<file path="src/rtl/sob_pkg.sv">
// Constants, carrier types and field layout of the safety output block
// Behaviour
// - Dual output follows logic input level
// - Restart option needs restart after input falls
// - Manual restart accepts rising restart edge
// - Monitored restart needs rise then fall
// - Status export shows current output state
// - Contactor check watches feedback within window
// - Feedback timeout forces output low, lamp flashes
// - Error output flags feedback timing error
// - Error latched until power or master reset
// - Each output pair has restart feedback input
// - Single output follows logic input level
// - Single output feedback input shown when needed
// - Four channels: four single, two double, mixed
// - Status signal output follows its input
// - Closed guard enables outputs, opening drops them
package sob_pkg;

  localparam int NCH = 4;
  localparam int PIN_W = 12;

  // ------------------------------------------------------------
  // Register map
  // ------------------------------------------------------------
  localparam logic [7:0] ADDR_CTRL = 8'h00;
  localparam logic [7:0] ADDR_WINDOW = 8'h04;
  localparam logic [7:0] ADDR_STATUS = 8'h08;
  localparam logic [7:0] ADDR_IRQ_STAT = 8'h0c;
  localparam logic [7:0] ADDR_IRQ_MASK = 8'h10;

  localparam int CTRL_W = 26;
  localparam int CTRL_RESTART_LSB = 0;
  localparam int CTRL_MONITORED_LSB = 4;
  localparam int CTRL_CHECK_LSB = 8;
  localparam int CTRL_EXPORT_LSB = 12;
  localparam int CTRL_ERROUT_LSB = 16;
  localparam int CTRL_GUARD_LSB = 20;
  localparam int CTRL_CONFIG_LSB = 24;
  localparam logic [CTRL_W-1:0] CTRL_RESET = 26'h0000000;

  localparam int WIN_W = 16;
  localparam logic [WIN_W-1:0] WINDOW_RESET = 16'h0064;

  localparam int STAT_OUT_LSB = 0;
  localparam int STAT_ERR_LSB = 4;
  localparam int STAT_USED_LSB = 8;
  localparam int STAT_GUARD_BIT = 12;

  localparam logic [1:0] RESP_OKAY = 2'h0;
  localparam logic [1:0] RESP_SLVERR = 2'h2;

  // ------------------------------------------------------------
  // Timing
  // ------------------------------------------------------------
  localparam int CLOCK_NS = 40;
  localparam int MS_NS = 1000000;
  localparam int MS_CYCLES = MS_NS / CLOCK_NS;
  localparam int BLINK_MS = 250;

  // ------------------------------------------------------------
  // Types
  // ------------------------------------------------------------
  typedef enum logic [1:0] {SOB_FOUR_SINGLE, SOB_TWO_DOUBLE, SOB_MIXED} sob_config_t;
  typedef enum logic [1:0] {ST_OFF, ST_ARMED, ST_ON} sob_state_t;

  typedef struct packed {
    logic [1:0] cfg;
    logic [3:0] guard_en;
    logic [3:0] errout_en;
    logic [3:0] export_en;
    logic [3:0] check_en;
    logic [3:0] monitored;
    logic [3:0] restart_en;
  } sob_ctrl_t;

endpackage

</file>
<file path="src/rtl/sob_safety_output.sv">
// Safety output block: restart, contactor check, error latch, AXI4-Lite registers
//
// The implementer's own choices: register access over AXI4-Lite and the address map.
`timescale 1ns/1ns
module sob_safety_output
  import sob_pkg::*;
#(
  parameter int MS_TICKS = MS_CYCLES,
  parameter int BLINK_TICKS = BLINK_MS,
  parameter bit ALWAYS_RF_INPUT = 1'b0
) (
  input wire logic clock, // System clock
  input wire logic reset, // Synchronous reset, active high
  input wire logic ce, // Clock enable
  input wire logic [7:0] s_axi_awaddr, // Write address
  input wire logic s_axi_awvalid, // Write address valid
  output logic s_axi_awready, // Write address ready
  input wire logic [31:0] s_axi_wdata, // Write data
  input wire logic [3:0] s_axi_wstrb, // Write strobes
  input wire logic s_axi_wvalid, // Write data valid
  output logic s_axi_wready, // Write data ready
  output logic [1:0] s_axi_bresp, // Write response
  output logic s_axi_bvalid, // Write response valid
  input wire logic s_axi_bready, // Write response ready
  input wire logic [7:0] s_axi_araddr, // Read address
  input wire logic s_axi_arvalid, // Read address valid
  output logic s_axi_arready, // Read address ready
  output logic [31:0] s_axi_rdata, // Read data
  output logic [1:0] s_axi_rresp, // Read response
  output logic s_axi_rvalid, // Read data valid
  input wire logic s_axi_rready, // Read data ready
  input wire logic [3:0] logic_in, // Logic input per channel
  input wire logic [3:0] restart_feedback, // Restart and feedback pins
  input wire logic gate_closed, // First gate contact
  input wire logic gate_open, // Second gate contact
  input wire logic status_signal_in, // Non-safety status source
  input wire logic master_reset_operator, // Clears latched errors
  output logic [3:0] safety_output, // Safety output channels
  output logic [3:0] state_export, // Exported output state
  output logic [3:0] error_out, // Feedback error flags
  output logic [3:0] output_indicator_lamp, // Flashes on feedback error
  output logic [3:0] feedback_input_used, // Restart feedback input in use
  output logic guard_monitor, // Guard closed and healthy
  output logic status_signal_out, // Non-safety status output
  output logic irq // Interrupt, level
);

  // ------------------------------------------------------------
  // Pin synchronisers
  // ------------------------------------------------------------
  logic [PIN_W-1:0] pin_raw, sync1, sync2, sync3, pin_f;
  assign pin_raw = {master_reset_operator, status_signal_in, gate_open, gate_closed,
                    restart_feedback, logic_in};

  always_ff @(posedge clock) begin
    if (reset) begin
      sync1 <= '0;
      sync2 <= '0;
      sync3 <= '0;
      pin_f <= '0;
    end else if (ce) begin
      sync1 <= pin_raw;
      sync2 <= sync1;
      sync3 <= sync2;
      // A change counts only once two stages agree
      for (int b = 0; b < PIN_W; b++) begin
        if (sync2[b] == sync3[b]) begin
          pin_f[b] <= sync3[b];
        end
      end
    end
  end

  wire logic [3:0] lin_f = pin_f[3:0];
  wire logic [3:0] rf_f = pin_f[7:4];
  wire logic guard_ok = pin_f[8] & ~pin_f[9];
  wire logic status_f = pin_f[10];
  wire logic mr_f = pin_f[11];

  // ------------------------------------------------------------
  // Registers and channel state
  // ------------------------------------------------------------
  sob_ctrl_t ctrl;
  logic [WIN_W-1:0] window;
  logic [3:0] irq_stat, irq_mask;
  sob_state_t state [NCH];
  sob_state_t next_state [NCH];
  logic [3:0] err, next_err, rf_prev, mismatch, next_on;
  logic [WIN_W-1:0] tmr [NCH];
  logic [WIN_W-1:0] next_tmr [NCH];
  logic [31:0] ms_cnt, blink_cnt;
  logic blink;
  wire logic ms_tick = (ms_cnt == 32'(MS_TICKS - 1));

  // Lead channel whose block drives channel i in the chosen layout
  function automatic int lead_of(input logic [1:0] cfg, input int i);
    if (cfg == SOB_TWO_DOUBLE) begin
      return i - (i % 2);
    end else if (cfg == SOB_MIXED && i >= 2) begin
      return 2;
    end
    return i;
  endfunction

  wire logic [3:0] rf_rise = rf_f & ~rf_prev;
  wire logic [3:0] rf_fall = ~rf_f & rf_prev;
  wire logic [3:0] eff_in = lin_f & (~ctrl.guard_en | {NCH{guard_ok}});

  always_comb begin
    for (int i = 0; i < NCH; i++) begin
      next_state[i] = state[i];
      next_tmr[i] = tmr[i];
      // Contactor feedback must sit opposite to the output
      mismatch[i] = ctrl.check_en[i] & (rf_f[i] == (state[i] == ST_ON));
      if (!mismatch[i]) begin
        next_tmr[i] = '0;
      end else if (ms_tick && tmr[i] != window) begin
        next_tmr[i] = tmr[i] + 1'b1;
      end
      next_err[i] = err[i] & ~mr_f | mismatch[i] & ms_tick & (tmr[i] >= window);
      if (next_err[i] || !eff_in[i]) begin
        next_state[i] = ST_OFF;
      end else begin
        case (state[i])
          ST_OFF: begin
            if (!ctrl.restart_en[i]) begin
              next_state[i] = ST_ON;
            end else if (rf_rise[i]) begin
              next_state[i] = ctrl.monitored[i] ? ST_ARMED : ST_ON;
            end
          end
          ST_ARMED: begin
            if (rf_fall[i] || !ctrl.restart_en[i]) begin
              next_state[i] = ST_ON;
            end
          end
          default: next_state[i] = ST_ON;
        endcase
      end
      next_on[i] = (next_state[i] == ST_ON);
    end
  end

  always_ff @(posedge clock) begin
    if (reset) begin
      ms_cnt <= '0;
      blink_cnt <= '0;
      blink <= 1'b0;
    end else if (ce) begin
      ms_cnt <= ms_tick ? '0 : ms_cnt + 1'b1;
      if (ms_tick) begin
        blink_cnt <= (blink_cnt == 32'(BLINK_TICKS - 1)) ? '0 : blink_cnt + 1'b1;
        blink <= (blink_cnt == 32'(BLINK_TICKS - 1)) ? ~blink : blink;
      end
    end
  end

  always_ff @(posedge clock) begin
    if (reset) begin
      for (int i = 0; i < NCH; i++) begin
        state[i] <= ST_OFF;
        tmr[i] <= '0;
      end
      err <= '0;
      rf_prev <= '0;
    end else if (ce) begin
      for (int i = 0; i < NCH; i++) begin
        state[i] <= next_state[i];
        tmr[i] <= next_tmr[i];
      end
      err <= next_err;
      rf_prev <= rf_f;
    end
  end

  // ------------------------------------------------------------
  // Registered outputs, mapped through the channel layout
  // ------------------------------------------------------------
  always_ff @(posedge clock) begin
    if (reset) begin
      safety_output <= '0;
      state_export <= '0;
      error_out <= '0;
      output_indicator_lamp <= '0;
      feedback_input_used <= '0;
      guard_monitor <= 1'b0;
      status_signal_out <= 1'b0;
    end else if (ce) begin
      for (int i = 0; i < NCH; i++) begin
        safety_output[i] <= next_on[lead_of(ctrl.cfg, i)];
        state_export[i] <= next_on[lead_of(ctrl.cfg, i)] & ctrl.export_en[i];
        error_out[i] <= next_err[lead_of(ctrl.cfg, i)] & ctrl.errout_en[i];
        output_indicator_lamp[i] <= next_err[lead_of(ctrl.cfg, i)] & blink;
        // A double uses its lead's pin always; singles only with restart or check
        feedback_input_used[i] <= ALWAYS_RF_INPUT | (lead_of(ctrl.cfg, i) == i
          && (ctrl.restart_en[i] || ctrl.check_en[i] || lead_of(ctrl.cfg, i | 1) != (i | 1)));
      end
      guard_monitor <= guard_ok;
      status_signal_out <= status_f;
    end
  end

  // ------------------------------------------------------------
  // AXI4-Lite slave
  // ------------------------------------------------------------
  logic aw_full, w_full;
  logic [7:0] aw_addr;
  logic [31:0] w_data;
  logic [3:0] w_strb;
  wire logic do_write = aw_full & w_full & ~s_axi_bvalid;
  wire logic wr_ctrl = do_write && aw_addr == ADDR_CTRL;
  wire logic wr_win = do_write && aw_addr == ADDR_WINDOW;
  wire logic wr_stat = do_write && aw_addr == ADDR_IRQ_STAT;
  wire logic wr_mask = do_write && aw_addr == ADDR_IRQ_MASK;
  wire logic wr_ro = do_write && aw_addr == ADDR_STATUS;
  wire logic [31:0] bytemask = {{8{w_strb[3]}}, {8{w_strb[2]}}, {8{w_strb[1]}}, {8{w_strb[0]}}};
  wire logic [31:0] ctrl_merge = (32'(ctrl) & ~bytemask) | (w_data & bytemask);
  wire logic [3:0] err_event = next_err & ~err;
  wire logic [3:0] w1c = wr_stat ? (w_data[3:0] & {4{w_strb[0]}}) : 4'h0;
  wire logic [3:0] next_irq_stat = (irq_stat & ~w1c) | err_event;
  wire logic [31:0] status_word = {19'h0, guard_ok, feedback_input_used, err, safety_output};
  wire logic [31:0] rd_word =
    (s_axi_araddr == ADDR_CTRL) ? 32'(ctrl) :
    (s_axi_araddr == ADDR_WINDOW) ? 32'(window) :
    (s_axi_araddr == ADDR_STATUS) ? status_word :
    (s_axi_araddr == ADDR_IRQ_STAT) ? 32'(irq_stat) :
    (s_axi_araddr == ADDR_IRQ_MASK) ? 32'(irq_mask) : 32'h0;
  wire logic rd_hit = s_axi_araddr == ADDR_CTRL || s_axi_araddr == ADDR_WINDOW
    || s_axi_araddr == ADDR_STATUS || s_axi_araddr == ADDR_IRQ_STAT
    || s_axi_araddr == ADDR_IRQ_MASK;

  always_ff @(posedge clock) begin
    if (reset) begin
      s_axi_awready <= 1'b0;
      s_axi_wready <= 1'b0;
      s_axi_bvalid <= 1'b0;
      s_axi_bresp <= RESP_OKAY;
      aw_full <= 1'b0;
      w_full <= 1'b0;
      aw_addr <= '0;
      w_data <= '0;
      w_strb <= '0;
    end else if (ce) begin
      s_axi_awready <= s_axi_awvalid & ~s_axi_awready & ~aw_full;
      s_axi_wready <= s_axi_wvalid & ~s_axi_wready & ~w_full;
      if (s_axi_awvalid && s_axi_awready) begin
        aw_full <= 1'b1;
        aw_addr <= s_axi_awaddr;
      end
      if (s_axi_wvalid && s_axi_wready) begin
        w_full <= 1'b1;
        w_data <= s_axi_wdata;
        w_strb <= s_axi_wstrb;
      end
      if (do_write) begin
        aw_full <= 1'b0;
        w_full <= 1'b0;
        s_axi_bvalid <= 1'b1;
        s_axi_bresp <= (wr_ctrl | wr_win | wr_stat | wr_mask | wr_ro) ? RESP_OKAY : RESP_SLVERR;
      end else if (s_axi_bready) begin
        s_axi_bvalid <= 1'b0;
      end
    end
  end

  always_ff @(posedge clock) begin
    if (reset) begin
      ctrl <= CTRL_RESET;
      window <= WINDOW_RESET;
      irq_stat <= '0;
      irq_mask <= '0;
      irq <= 1'b0;
    end else if (ce) begin
      if (wr_ctrl) begin
        ctrl <= ctrl_merge[CTRL_W-1:0];
      end
      if (wr_win) begin
        window <= (window & ~bytemask[WIN_W-1:0]) | (w_data[WIN_W-1:0] & bytemask[WIN_W-1:0]);
      end
      if (wr_mask) begin
        irq_mask <= w_strb[0] ? w_data[3:0] : irq_mask;
      end
      // New error beats a simultaneous clear
      irq_stat <= next_irq_stat;
      irq <= |(next_irq_stat & (wr_mask && w_strb[0] ? w_data[3:0] : irq_mask));
    end
  end

  always_ff @(posedge clock) begin
    if (reset) begin
      s_axi_arready <= 1'b0;
      s_axi_rvalid <= 1'b0;
      s_axi_rdata <= '0;
      s_axi_rresp <= RESP_OKAY;
    end else if (ce) begin
      s_axi_arready <= s_axi_arvalid & ~s_axi_arready & ~s_axi_rvalid;
      if (s_axi_arvalid && s_axi_arready) begin
        s_axi_rvalid <= 1'b1;
        s_axi_rdata <= rd_word;
        s_axi_rresp <= rd_hit ? RESP_OKAY : RESP_SLVERR;
      end else if (s_axi_rready) begin
        s_axi_rvalid <= 1'b0;
      end
    end
  end

  // ------------------------------------------------------------
  // Assertions on channel 0, always a lead; power-up check covers all four outputs
  // ------------------------------------------------------------
  property p_off_when_low;
    @(posedge clock) disable iff (reset) ce && !eff_in[0] |=> !safety_output[0];
  endproperty
  a_off_when_low: assert property (p_off_when_low) else $error("output on with input low");

  property p_direct_follow;
    @(posedge clock) disable iff (reset)
      ce && !ctrl.restart_en[0] && eff_in[0] && !next_err[0] |=> safety_output[0];
  endproperty
  a_direct_follow: assert property (p_direct_follow) else $error("no direct follow");

  property p_manual_edge;
    @(posedge clock) disable iff (reset)
      ce && ctrl.restart_en[0] && state[0] == ST_OFF && !rf_rise[0] |=> !safety_output[0];
  endproperty
  a_manual_edge: assert property (p_manual_edge) else $error("start without rise");

  property p_monitored;
    @(posedge clock) disable iff (reset)
      ce && ctrl.restart_en[0] && ctrl.monitored[0] && state[0] == ST_OFF
      |=> !safety_output[0] ##1 (!ce || !safety_output[0] || $past(rf_fall[0]));
  endproperty
  a_monitored: assert property (p_monitored) else $error("monitored restart too early");

  property p_export;
    @(posedge clock) disable iff (reset)
      ce |=> state_export[0] == (safety_output[0] && $past(ctrl.export_en[0]));
  endproperty
  a_export: assert property (p_export) else $error("export differs from output");

  property p_timeout;
    @(posedge clock) disable iff (reset)
      ce && ms_tick && mismatch[0] && tmr[0] >= window |=> err[0] && !safety_output[0];
  endproperty
  a_timeout: assert property (p_timeout) else $error("window overrun not caught");

  property p_err_forces_off;
    @(posedge clock) disable iff (reset) err[0] |-> !safety_output[0];
  endproperty
  a_err_forces_off: assert property (p_err_forces_off) else $error("output on in error");

  property p_errout;
    @(posedge clock) disable iff (reset) error_out[0] |-> err[0];
  endproperty
  a_errout: assert property (p_errout) else $error("error out without error");

  property p_latch;
    @(posedge clock) disable iff (reset) err[0] && !mr_f |=> err[0];
  endproperty
  a_latch: assert property (p_latch) else $error("error cleared early");

  property p_status_sig;
    @(posedge clock) disable iff (reset) ce |=> status_signal_out == $past(status_f);
  endproperty
  a_status_sig: assert property (p_status_sig) else $error("status output wrong");

  property p_power_up;
    @(posedge clock) $past(reset) |-> safety_output == 4'h0 && error_out == 4'h0;
  endproperty
  a_power_up: assert property (p_power_up) else $error("outputs not off after reset");

endmodule // sob_safety_output

</file>
<file path="config.mk">
export PLATFORM = sky130hd
export DESIGN_NAME = sob_safety_output
export DESIGN_NICKNAME = d
export VERILOG_FILES = /design/src/rtl/sob_pkg.sv /design/src/rtl/sob_safety_output.sv
export SDC_FILE = /design/constraint.sdc
export NUM_CORES = 1
export LEC_CHECK = 0
export BUFFER_PORTS_ARGS = -buffer_cell sky130_fd_sc_hd__buf_2
export CORE_MARGIN = 3
export CORE_UTILIZATION = 54
export CTS_CLUSTER_DIAMETER = 200
export DETAILED_ROUTE_END_ITERATION = 6
export HOLD_SLACK_MARGIN = 0.03
export PLACE_DENSITY = 0.74
export SYNTH_ARGS = -nofsm -noshare
export SYNTH_HDL_FRONTEND = slang
export SYNTH_SLANG_ARGS = --single-unit
export TNS_END_PERCENT = 100
</file>
<file path="constraint.sdc">
create_clock -name clock -period 4 [get_ports clock]
set_input_delay 1 -clock clock [delete_from_list [all_inputs] [get_ports clock]]
set_output_delay 1 -clock clock [all_outputs]
set_load 0.02 [all_outputs]
</file>
==> reports/qor.yml, run 1 <==
final_layout:
  fin_nets: 2095
  fill_cells: 2517
  area_growth_pct: 13.2
  drive_above_1_share_pct: 11.2
  fin_area_um2: 18500
  antenna_cells: 0
  final_util_pct: 62.3
route:
  dr_total_vias: 13800
  first_pass_iters: 6
  vias_per_cell: 5.84
  drc: 0
  ant_nets: 0
  drt_iter0_drc: 1205
  wl_per_cell_um: 18.1
  routed_wl_um: 43000
timing:
  final-max-slew-violation-count: 0
  setup_viol_count_final: 0
  timing.final.ws_setup_ns: 0.925
  period_share_pct: 76.9
  max_freq_mhz: 325
  setup_tns_ns: 0
  fin_skew_ns: 0.0190
  worstMarginPinSlew_ns: 1.02
  rsz0062_at_grt: "false"
  hold_slack_ns: 0.451
  slew_headroom_pct: 32.2
  layout_min_cycle_time_ns: 3.08
  hold_viol_final: 0
global_routing:
  grt_use_total_pct: 25.8
  grt_pass1_wl_um: 69300
  use_met1_pct: 34.9
  grt_start_max_net_pins: 75
  top_usage_layer: "met2"
  overflow: 0
  grt_use_met2_pct: 41.5
  first_global_vias: 13300
  antenna_found_initial: 0
  met3_usage_pct: 5.04
floorplanning:
  num_rows: 63
  initial_core_util_pct: 55.0
  core_um2: 29700
  die_height_um: 180
  io_pins: 136
  die_width_um: 180
  die-area_um2: 32400
clock_tree:
  clock-root-buffer: "clkbuf_16"
  cts_setup_buffers: 0
  clk_latency_ns: 0.54
  cts_made_buffers: 38
  cts_buffer_depth: 3
  clkTransAtPathRegs_ns: 0.06
  cts_resized: 0
  h-tree-depth: 2
  hold_buffers: 0
  cts_tree: "done"
  cts_sinks: 339
pwr:
  irDropWorstVdd_uv: 370
  p_leak_uw: 0.00719
  power_density_nw_per_um2: 408
setup_path:
  cp_max_fo: 5
  cp.required_ns: 4.48
  cp-end-kind: "register"
  slowest_delay_ns: 0.56
  worstSetupPathType: "register to register"
  worst_path_max_delay_cell: "or4_4"
  cp.arrival_ns: 3.56
  critPathLaunchType: "register"
  cp_cell_sequence: "inv_1 -> ha_1 -> nand4_2 -> or4_4 -> o32a_2 -> a21oi_4 -> nor3_1 -> a21oi_1 -> a32o_1"
synth:
  yosysSeqAreaShare_pct: 45.9
  ys_async_sr_fraction_pct: 0
  yosys-top-cells-area: "dfxtp_1 (33%), edfxtp_1 (13%), nand2_1 (6.2%)"
  synth.most_common_cell: "nand2_1"
  ys_warn_count: 0
  synthTopCellsByCount: "nand2_1 (268), dfxtp_1 (267), nor2_1 (253), a21oi_1 (156), mux2i_1 (78)"
  synth.distinct_cells: 68
  ys.flop_type: "dfxtp_1"
  ys_ff_latch: 339
  netlist_area_um2: 16300
  synthesis.instances: 1856
  synth_top_area_cell: "dfxtp_1"
  synth_top_area_share_pct: 32.7
  avgSynthCellArea_um2: 8.81
  synth_edf_count: 72
status:
  status: "completed"
placed_design:
  dp_slack_ns: 0.916
  place_congestion: 0.945
  port_buffers: 121
  dpl_cell_area_um2: 17200
  hpwl_um: 29900
flow_run:
  cap_violations: 0
worst_hold_path:
  hold_path_class: "register to register"
==> cell usage in the layout (no fill, tap or decap), types with 21 or more instances in the layout <==
cell type / count
dfxtp_1: 267
nand4_1: 43
ha_1: 72
nor2_1: 253
xor2_1: 71
edfxtp_1: 72
nand2_1: 268
nor3_1: 26
inv_1: 48
buf_2: 119
nand3_1: 76
and3_1: 31
a21o_1: 21
mux2i_1: 78
a21oi_1: 156
xnor2_1: 33
o21ai_0: 60
clkbuf_16: 40
==> layout make-up <==
cell class	instances	area (um2)	area share [%]
Multi-Input combinational cell	1388	8310	44.9
Clock buffer	53	1100	5.94
Clock inverter	16	203	1.09
Sequential cell	339	7510	40.6
Inverter	49	184	0.994
Timing Repair Buffer	135	719	3.89
Tap cell	390	488	2.64
==> power breakdown <==
part / switching [uW] / internal [uW]
registers: 58.7 / 3540
logic: 218 / 123
clock network: 1420 / 2190
total: 1700 / 5860
==> cell families after synthesis <==
group / Yosys count / share of synthesized area [%]
simple gates: 816 / 23.3
buf+inv: 136 / 3.47
other cells: 1 / 0.0229
compound gates: 303 / 11.0
xor+xnor: 104 / 5.57
mux: 85 / 5.26
fa+ha+maj: 72 / 5.51
flops: 339 / 45.9
==> worst max-delay path, delay by kind of cell, from the launching register on <==
family	cells	cell delay (ns)
adder cells (fa/ha/maj)	1	0.39
AND/OR/NAND/NOR	3	0.78
flip-flops	1	0.35
AO/OA/AOI/OAI	4	1.30
buffers and inverters	1	0.18
==> routing by layer <==
metal  part of all wire [%]  wire [um]
met1                     42      18200
met2                     46      19700
met4                    3.4       1450
met3                    8.4       3600
met5                      0          0
==> through the flow <==
step	cells	power, uW
after global routing	2370	7780
after CTS	2370	7600
after global placement	2301	4000
after floorplan	1863	3900
after detailed placement	2301	4010
final	2370	7560
==> path summary, 6_finish.rpt <==
path,from,endpoint,slack [ns],cells past startpoint
worst max-delay path,register,error_out[1]$_SDFFE_PP0P_,0.92,9
worst min-delay path,s_axi_rdata[10]$_SDFFE_PP0P_,s_axi_rdata[10]$_SDFFE_PP0P_,0.45,2
worst max register to register,register,error_out[1]$_SDFFE_PP0P_,0.92,9
worst min register to register,s_axi_rdata[10]$_SDFFE_PP0P_,s_axi_rdata[10]$_SDFFE_PP0P_,0.45,2
(Power assumes the default switching activity.)
==> run 2: changes to the inputs <==
- clock period: 4 -> 3.2 ns (I/O delays scaled with it)
==> reports/qor.yml, run 2 (synthesis gave the netlist of run 1 again) <==
status:
  status: "finished, violations left"
  violations: "DRC"
placed_design:
  port_buffers: 121  # unchanged
  hpwl_um: 30900  # +3.4%
  place_congestion: 0.967  # +2.3%
  dp_slack_ns: 0.206  # -0.710 ns
  place_inst: 2326  # +1.1%
  dpl_cell_area_um2: 17400  # +1.2%
final_layout:
  fin_area_um2: 18700  # +1.0%
  final_cells: 2396  # +1.1%
  area_growth_pct: 14.4
  final_cell_mix: "nand2_1 (268), dfxtp_1 (267), nor2_1 (253)"
  fin_nets: 2120  # +1.2%
  antenna_cells: 0  # unchanged
  drive_above_1_share_pct: 12.4  # +1.3 points
  final_common_cell: "nand2_1"
route:
  ant_nets: 0  # unchanged
  first_pass_iters: 7  # +1
  dr_total_vias: 14100  # +1.5%
  drt_iter0_drc: 1354  # +12%
  routed_wl_um: 43900  # +2.3%
  vias_per_cell: 5.86  # +0.43%
  drc: 16  # +16
  wl_per_cell_um: 18.3  # +1.2%
clock_tree:
  cts_tree: "done"
  clock-root-buffer: "clkbuf_16"
  cts_setup_buffers: 0  # unchanged
  cts_made_buffers: 38  # unchanged
  clk_latency_ns: 0.55  # about the same
  h-tree-depth: 2  # unchanged
  clkTransAtPathRegs_ns: 0.07  # about the same
  hold_buffers: 0  # unchanged
  cts_buffer_depth: 3  # unchanged
  cts_sinks: 339  # unchanged
  cts_resized: 0  # unchanged
pwr:
  power_density_nw_per_um2: 504  # +24%
  irDropWorstVdd_uv: 478  # +29%
  p_leak_uw: 0.00731  # +1.8%
worst_hold_path:
  hold_path_class: "register to register"
flow_run:
  cap_violations: 0  # unchanged
setup_path:
  cp-end-kind: "register"
  worstSetupPathType: "register to register"
  cp_cell_sequence: "inv_1 -> ha_1 -> nand4_2 -> or4_4 -> o32a_2 -> a21oi_4 -> nor3_2 -> mux2_2 -> a22o_1"
  cp_max_fo: 5  # unchanged
  worst_path_max_delay_cell: "or4_4"
  cp.arrival_ns: 3.46  # -0.10 ns
  slowest_delay_ns: 0.56  # about the same
  critPathLaunchType: "register"
  cp.required_ns: 3.65  # -0.83 ns
timing:
  worstMarginPinSlew_ns: 0.738  # -0.279 ns
  setup_tns_ns: 0  # unchanged
  fin_skew_ns: 0.0307  # +0.0117 ns
  slew_headroom_pct: 50.7  # +18 points
  final-max-slew-violation-count: 0  # unchanged
  hold_viol_final: 0  # unchanged
  setup_viol_count_final: 0  # unchanged
  hold_slack_ns: 0.448  # -0.00273 ns
  layout_min_cycle_time_ns: 3.01  # -0.0623 ns
  max_freq_mhz: 332  # +2.1%
  timing.final.ws_setup_ns: 0.187  # -0.738 ns
  rsz0062_at_grt: "false"
  period_share_pct: 94.2  # +17 points
floorplanning:
  die_width_um: 180  # unchanged
  num_rows: 63  # unchanged
  core_um2: 29700  # unchanged
  initial_core_util_pct: 55.0  # unchanged
  io_pins: 136  # unchanged
  die-area_um2: 32400  # unchanged
  die_height_um: 180  # unchanged
global_routing:
  grt_use_total_pct: 25.8  # +0.046 points
  first_global_vias: 13300  # +0.16%
  overflow: 0  # unchanged
  grt_start_max_net_pins: 64  # -15%
  grt_pass1_wl_um: 69100  # -0.34%
  antenna_found_initial: 0  # unchanged
-- run 2: changes by cell type in the layout (fill, tap and decap cells not counted) --
cell and change:
clkbuf_1 -2, clkinv_2 +3, clkinv_4 -1, buf_12 +1, clkinv_8 +1, clkinvlp_4 +1
buf_4 +24, bufinv_16 -1
-- run 2: final timing paths --
kind | start | endpoint | slack [ns] | cells past startpoint
worst max-delay path | register | state_export[1]$_SDFFE_PP0P_ | 0.19 | 9
worst min-delay path | sync3[6]$_SDFFE_PP0P_ | pin_f[6]$_SDFFE_PP0P_ | 0.45 | 2
worst max register to register | register | state_export[1]$_SDFFE_PP0P_ | 0.19 | 9
worst min register to register | sync3[6]$_SDFFE_PP0P_ | pin_f[6]$_SDFFE_PP0P_ | 0.45 | 2
-- run 2: worst max-delay path, delay by kind of cell, from the launching register on --
| family | cells | cell delay, ns |
|---|---|---|
| fa+ha+maj | 1 | 0.38 |
| flops | 1 | 0.35 |
| buf+inv | 1 | 0.19 |
| compound gates | 3 | 0.88 |
| simple gates | 3 | 0.82 |
| mux | 1 | 0.29 |
-- run 2: report_power, final --
group	leakage, uW	internal [uW]	switching [uW]	total (uW)
Clock	0.000636	2670	1820	4490
Combinational	0.00372	166	278	444
Sequential	0.00296	4430	75.8	4510
-- run 2: layout make-up --
| type | count | area [um2] |
|---|---|---|
| clock buffer | 51 | 1090 |
| clock inverter | 19 | 203 |
| fill | 2462 | 11000 |
| inverter | 49 | 184 |
| multi-input combinational | 1388 | 8310 |
| sequential | 339 | 7510 |
| tap | 390 | 488 |
| timing repair buffer | 160 | 920 |
-- run 2: layer usage --
layer / wire (um) / vias up / GRT usage (%) / part of all wire, %
li1: - / 6731 / - / -
met1: 18700 / 6670 / 34.4 / 43
met2: 20200 / 531 / 42.2 / 46
met3: 3470 / 118 / 4.35 / 7.9
met4: 1580 / 0 / 10.1 / 3.6
met5: 0 / - / 0 / 0
-- run 2: per-stage QoR --
stage                     power [uW]  util, %
final                           9440     62.9
after global routing            9710     62.9
after CTS                       9480     62.9
after detailed placement        5030     58.6
after global placement          5020     58.6
after floorplan                 4870        -
==> run 3: changes to the inputs <==
- ABC_AREA: not set -> 1
- PLACE_DENSITY: 0.74 -> 0.77
==> reports/qor.yml, run 3 <==
floorplanning:
  num_rows: 65  # +3.2%
  io_pins: 136  # unchanged
  initial_core_util_pct: 55.2  # +0.18 points
  die_width_um: 186  # +3.5%
  core_um2: 31800  # +7.0%
  die_height_um: 186  # +3.5%
  die-area_um2: 34700  # +7.1%
worst_hold_path:
  min-delay-start: "w_data[25]$_SDFFE_PP0P_"
  whs_path_depth: 2  # unchanged
  min_to: "w_data[25]$_SDFFE_PP0P_"
  hold_path_class: "register to register"
status:
  status: "completed"
global_routing:
  overflow: 0  # unchanged
  antenna_found_initial: 0  # unchanged
  grt_use_total_pct: 28.2  # +2.4 points
  first_global_vias: 15600  # +17%
  grt_pass1_wl_um: 78600  # +14%
  grt_start_max_net_pins: 68  # +6.3%
setup_path:
  r2r_cells: 10  # +1
  cp.arrival_ns: 2.70  # -0.76 ns
  cp_max_fo: 16  # +11
  worst_path_max_delay_cell: "dfxtp_1"
  slowest_delay_ns: 0.38  # -0.18 ns
  cp.required_ns: 3.42  # -0.23 ns
  r2r-start: "ms_cnt[0]$_SDFFE_PP0P_"
  cp-end-kind: "register"
  cp_cell_sequence: "ha_1 -> nand2_1 -> nor2_1 -> nand2_1 -> nor2_1 -> nand2_1 -> inv_1 -> o21ai_0 -> a21oi_1 -> buf_4"
  worstSetupPathType: "register to register"
  regToRegSetupSlack_ns: 0.71  # +0.53 ns
  cp_common_cell: "nand2_1"
  critPathLaunchType: "register"
  r2r-end: "tmr[2][2]$_SDFFCE_PN0P_"
synth:
  synthesis.instances: 2336  # +26%
  ys.flop_type: "dfxtp_1"
  synth.distinct_cells: 61  # -10%
  synth_edf_count: 72  # unchanged
  yosysSeqAreaShare_pct: 42.8  # -3.1 points
  avgSynthCellArea_um2: 7.51  # -15%
  yosys-top-cells-area: "dfxtp_1 (30%), edfxtp_1 (12%), nand2_1 (8.7%)"
  synth.most_common_cell: "nand2_1"
  synth_top_area_share_pct: 30.5  # -2.2 points
  ys_warn_count: 0  # unchanged
  synth_top_area_cell: "dfxtp_1"
  synthTopCellsByCount: "nand2_1 (406), inv_1 (327), dfxtp_1 (267), nor2_1 (264), a21oi_1 (202)"
  ys_ff_latch: 339  # unchanged
  ys_async_sr_fraction_pct: 0  # unchanged
  netlist_area_um2: 17600  # +7.4%
final_layout:
  final_common_cell: "nand2_1"
  final_cell_mix: "nand2_1 (406), inv_1 (326), dfxtp_1 (267)"
  drive_above_1_share_pct: 10.9  # -1.5 points
  fin_area_um2: 19900  # +6.4%
  fin_nets: 2589  # +22%
  area_growth_pct: 13.4
  antenna_cells: 0  # unchanged
route:
  wl_per_cell_um: 17.0  # -7.4%
  drt_iter0_drc: 1386  # +2.4%
  dr_total_vias: 16200  # +15%
  ant_nets: 0  # unchanged
  drc: 0  # -16
  vias_per_cell: 5.57  # -5.0%
  first_pass_iters: 6  # -1
  routed_wl_um: 49400  # +12%
pwr:
  p_leak_uw: 0.00799  # +9.2%
  power_density_nw_per_um2: 483  # -4.3%
  irDropWorstVdd_uv: 394  # -17%
flow_run:
  cap_violations: 0  # unchanged
clock_tree:
  cts_sinks: 339  # unchanged
  h-tree-depth: 2  # unchanged
  clkTransAtPathRegs_ns: 0.06  # about the same
  clk_latency_ns: 0.54  # about the same
  cts_resized: 0  # unchanged
  cts_buffer_depth: 3  # unchanged
  cts_tree: "done"
  hold_buffers: 0  # unchanged
  clock-root-buffer: "clkbuf_16"
  cts_setup_buffers: 0  # unchanged
  cts_made_buffers: 38  # unchanged
timing:
  fin_skew_ns: 0.0183  # -0.0124 ns
  rsz0062_at_grt: "false"
  hold_viol_final: 0  # unchanged
  max_freq_mhz: 402  # +21%
  period_share_pct: 77.7  # -16 points
  layout_min_cycle_time_ns: 2.49  # -0.527 ns
  slew_headroom_pct: 47.1  # -3.6 points
  setup_tns_ns: 0  # unchanged
  final-max-slew-violation-count: 0  # unchanged
  worstMarginPinSlew_ns: 0.793  # +0.0549 ns
  setup_viol_count_final: 0  # unchanged
placed_design:
  port_buffers: 121  # unchanged
  hpwl_um: 35500  # +15%
  place_congestion: 0.948  # -2.0%
  dpl_cell_area_um2: 18600  # +6.6%
run 3: changes by cell type after synthesis, sizes merged, moves of 23 or more:
cell	change
nor2	+33
xor2	-44
inv	+287
o22ai	+33
xnor2	-28
mux2i	-78
nand2	+147
and3	-31
clkbuf	-23
nor3	+49
a21oi	+46
o21ai	+123
run 3: worst max-delay path: cells and delay by family, from the launching register on:
family / cells / cell delay (ns)
DFF: 1 / 0.38
AOI/OAI and AO/OA: 2 / 0.30
buffers and inverters: 2 / 0.57
adders and majority gates: 1 / 0.32
and+or+nand+nor: 5 / 0.57
run 3: kinds of logic (layout without fill, tap and decap cells):
logic type      count (synthesis)  after routing  share of synthesized area (%)
simple gates                  957            957                           24.6
compound gates                516            516                           16.5
buf+inv                       419            549                           9.37
flops                         339            339                           42.8
fa+ha+maj                      72             72                           5.13
xor+xnor                       32             32                           1.60
other cells                     1              8                         0.0214
run 3: final cells by class:
type / instances / area, um2
Tap cell: 435 / 544
Timing Repair Buffer: 145 / 801
Inverter: 336 / 1270
Multi-Input combinational cell: 1585 / 8440
Clock buffer: 55 / 1150
Clock inverter: 13 / 196
Fill cell: 2822 / 11900
Sequential cell: 339 / 7510
run 3: stage by stage:
stage	setup WS [ns]	utilization [%]	power (uW)	std cells	hold WS [ns]
5_1_grt	0.532	62.6	9910	2908	0.476
6_report	0.714	62.6	9600	2908	0.448
3_3_place_gp	0.506	58.4	5040	2840	0.434
3_5_place_dp	0.468	58.4	5060	2840	0.436
2_1_floorplan	0.461	-	4900	2343	0.420
4_1_cts	0.737	62.6	9640	2908	0.445
run 3: per-layer routing:
layer  GRT usage, %  vias up  wire length [um]
met5              0        -                 0
met4           10.8        0              1860
met3           4.26      118              3830
met2           46.9      636             22900
met1           37.3     7442             20800
li1               -     7996                 -
run 3: worst max path at each step:
stage	start	end	slack (ns)	cells after the start
after global placement	ce	ms_cnt[22]$_SDFFE_PP0P_	0.51	12
after floorplan	reset	tmr[0][0]$_SDFFCE_PN0P_	0.46	5
after detailed placement	ce	ms_cnt[22]$_SDFFE_PP0P_	0.47	12
after CTS	ms_cnt[0]$_SDFFE_PP0P_	tmr[2][4]$_SDFFCE_PN0P_	0.74	10
final	ms_cnt[0]$_SDFFE_PP0P_	tmr[2][2]$_SDFFCE_PN0P_	0.71	10
after global routing	ms_cnt[0]$_SDFFE_PP0P_	tmr[1][12]$_SDFFCE_PN0P_	0.53	10
run 3: report_power, final:
group	total [uW]	switching [uW]	internal, uW
registers	4510	67.9	4440
clock network	4630	1860	2770
logic	468	314	155
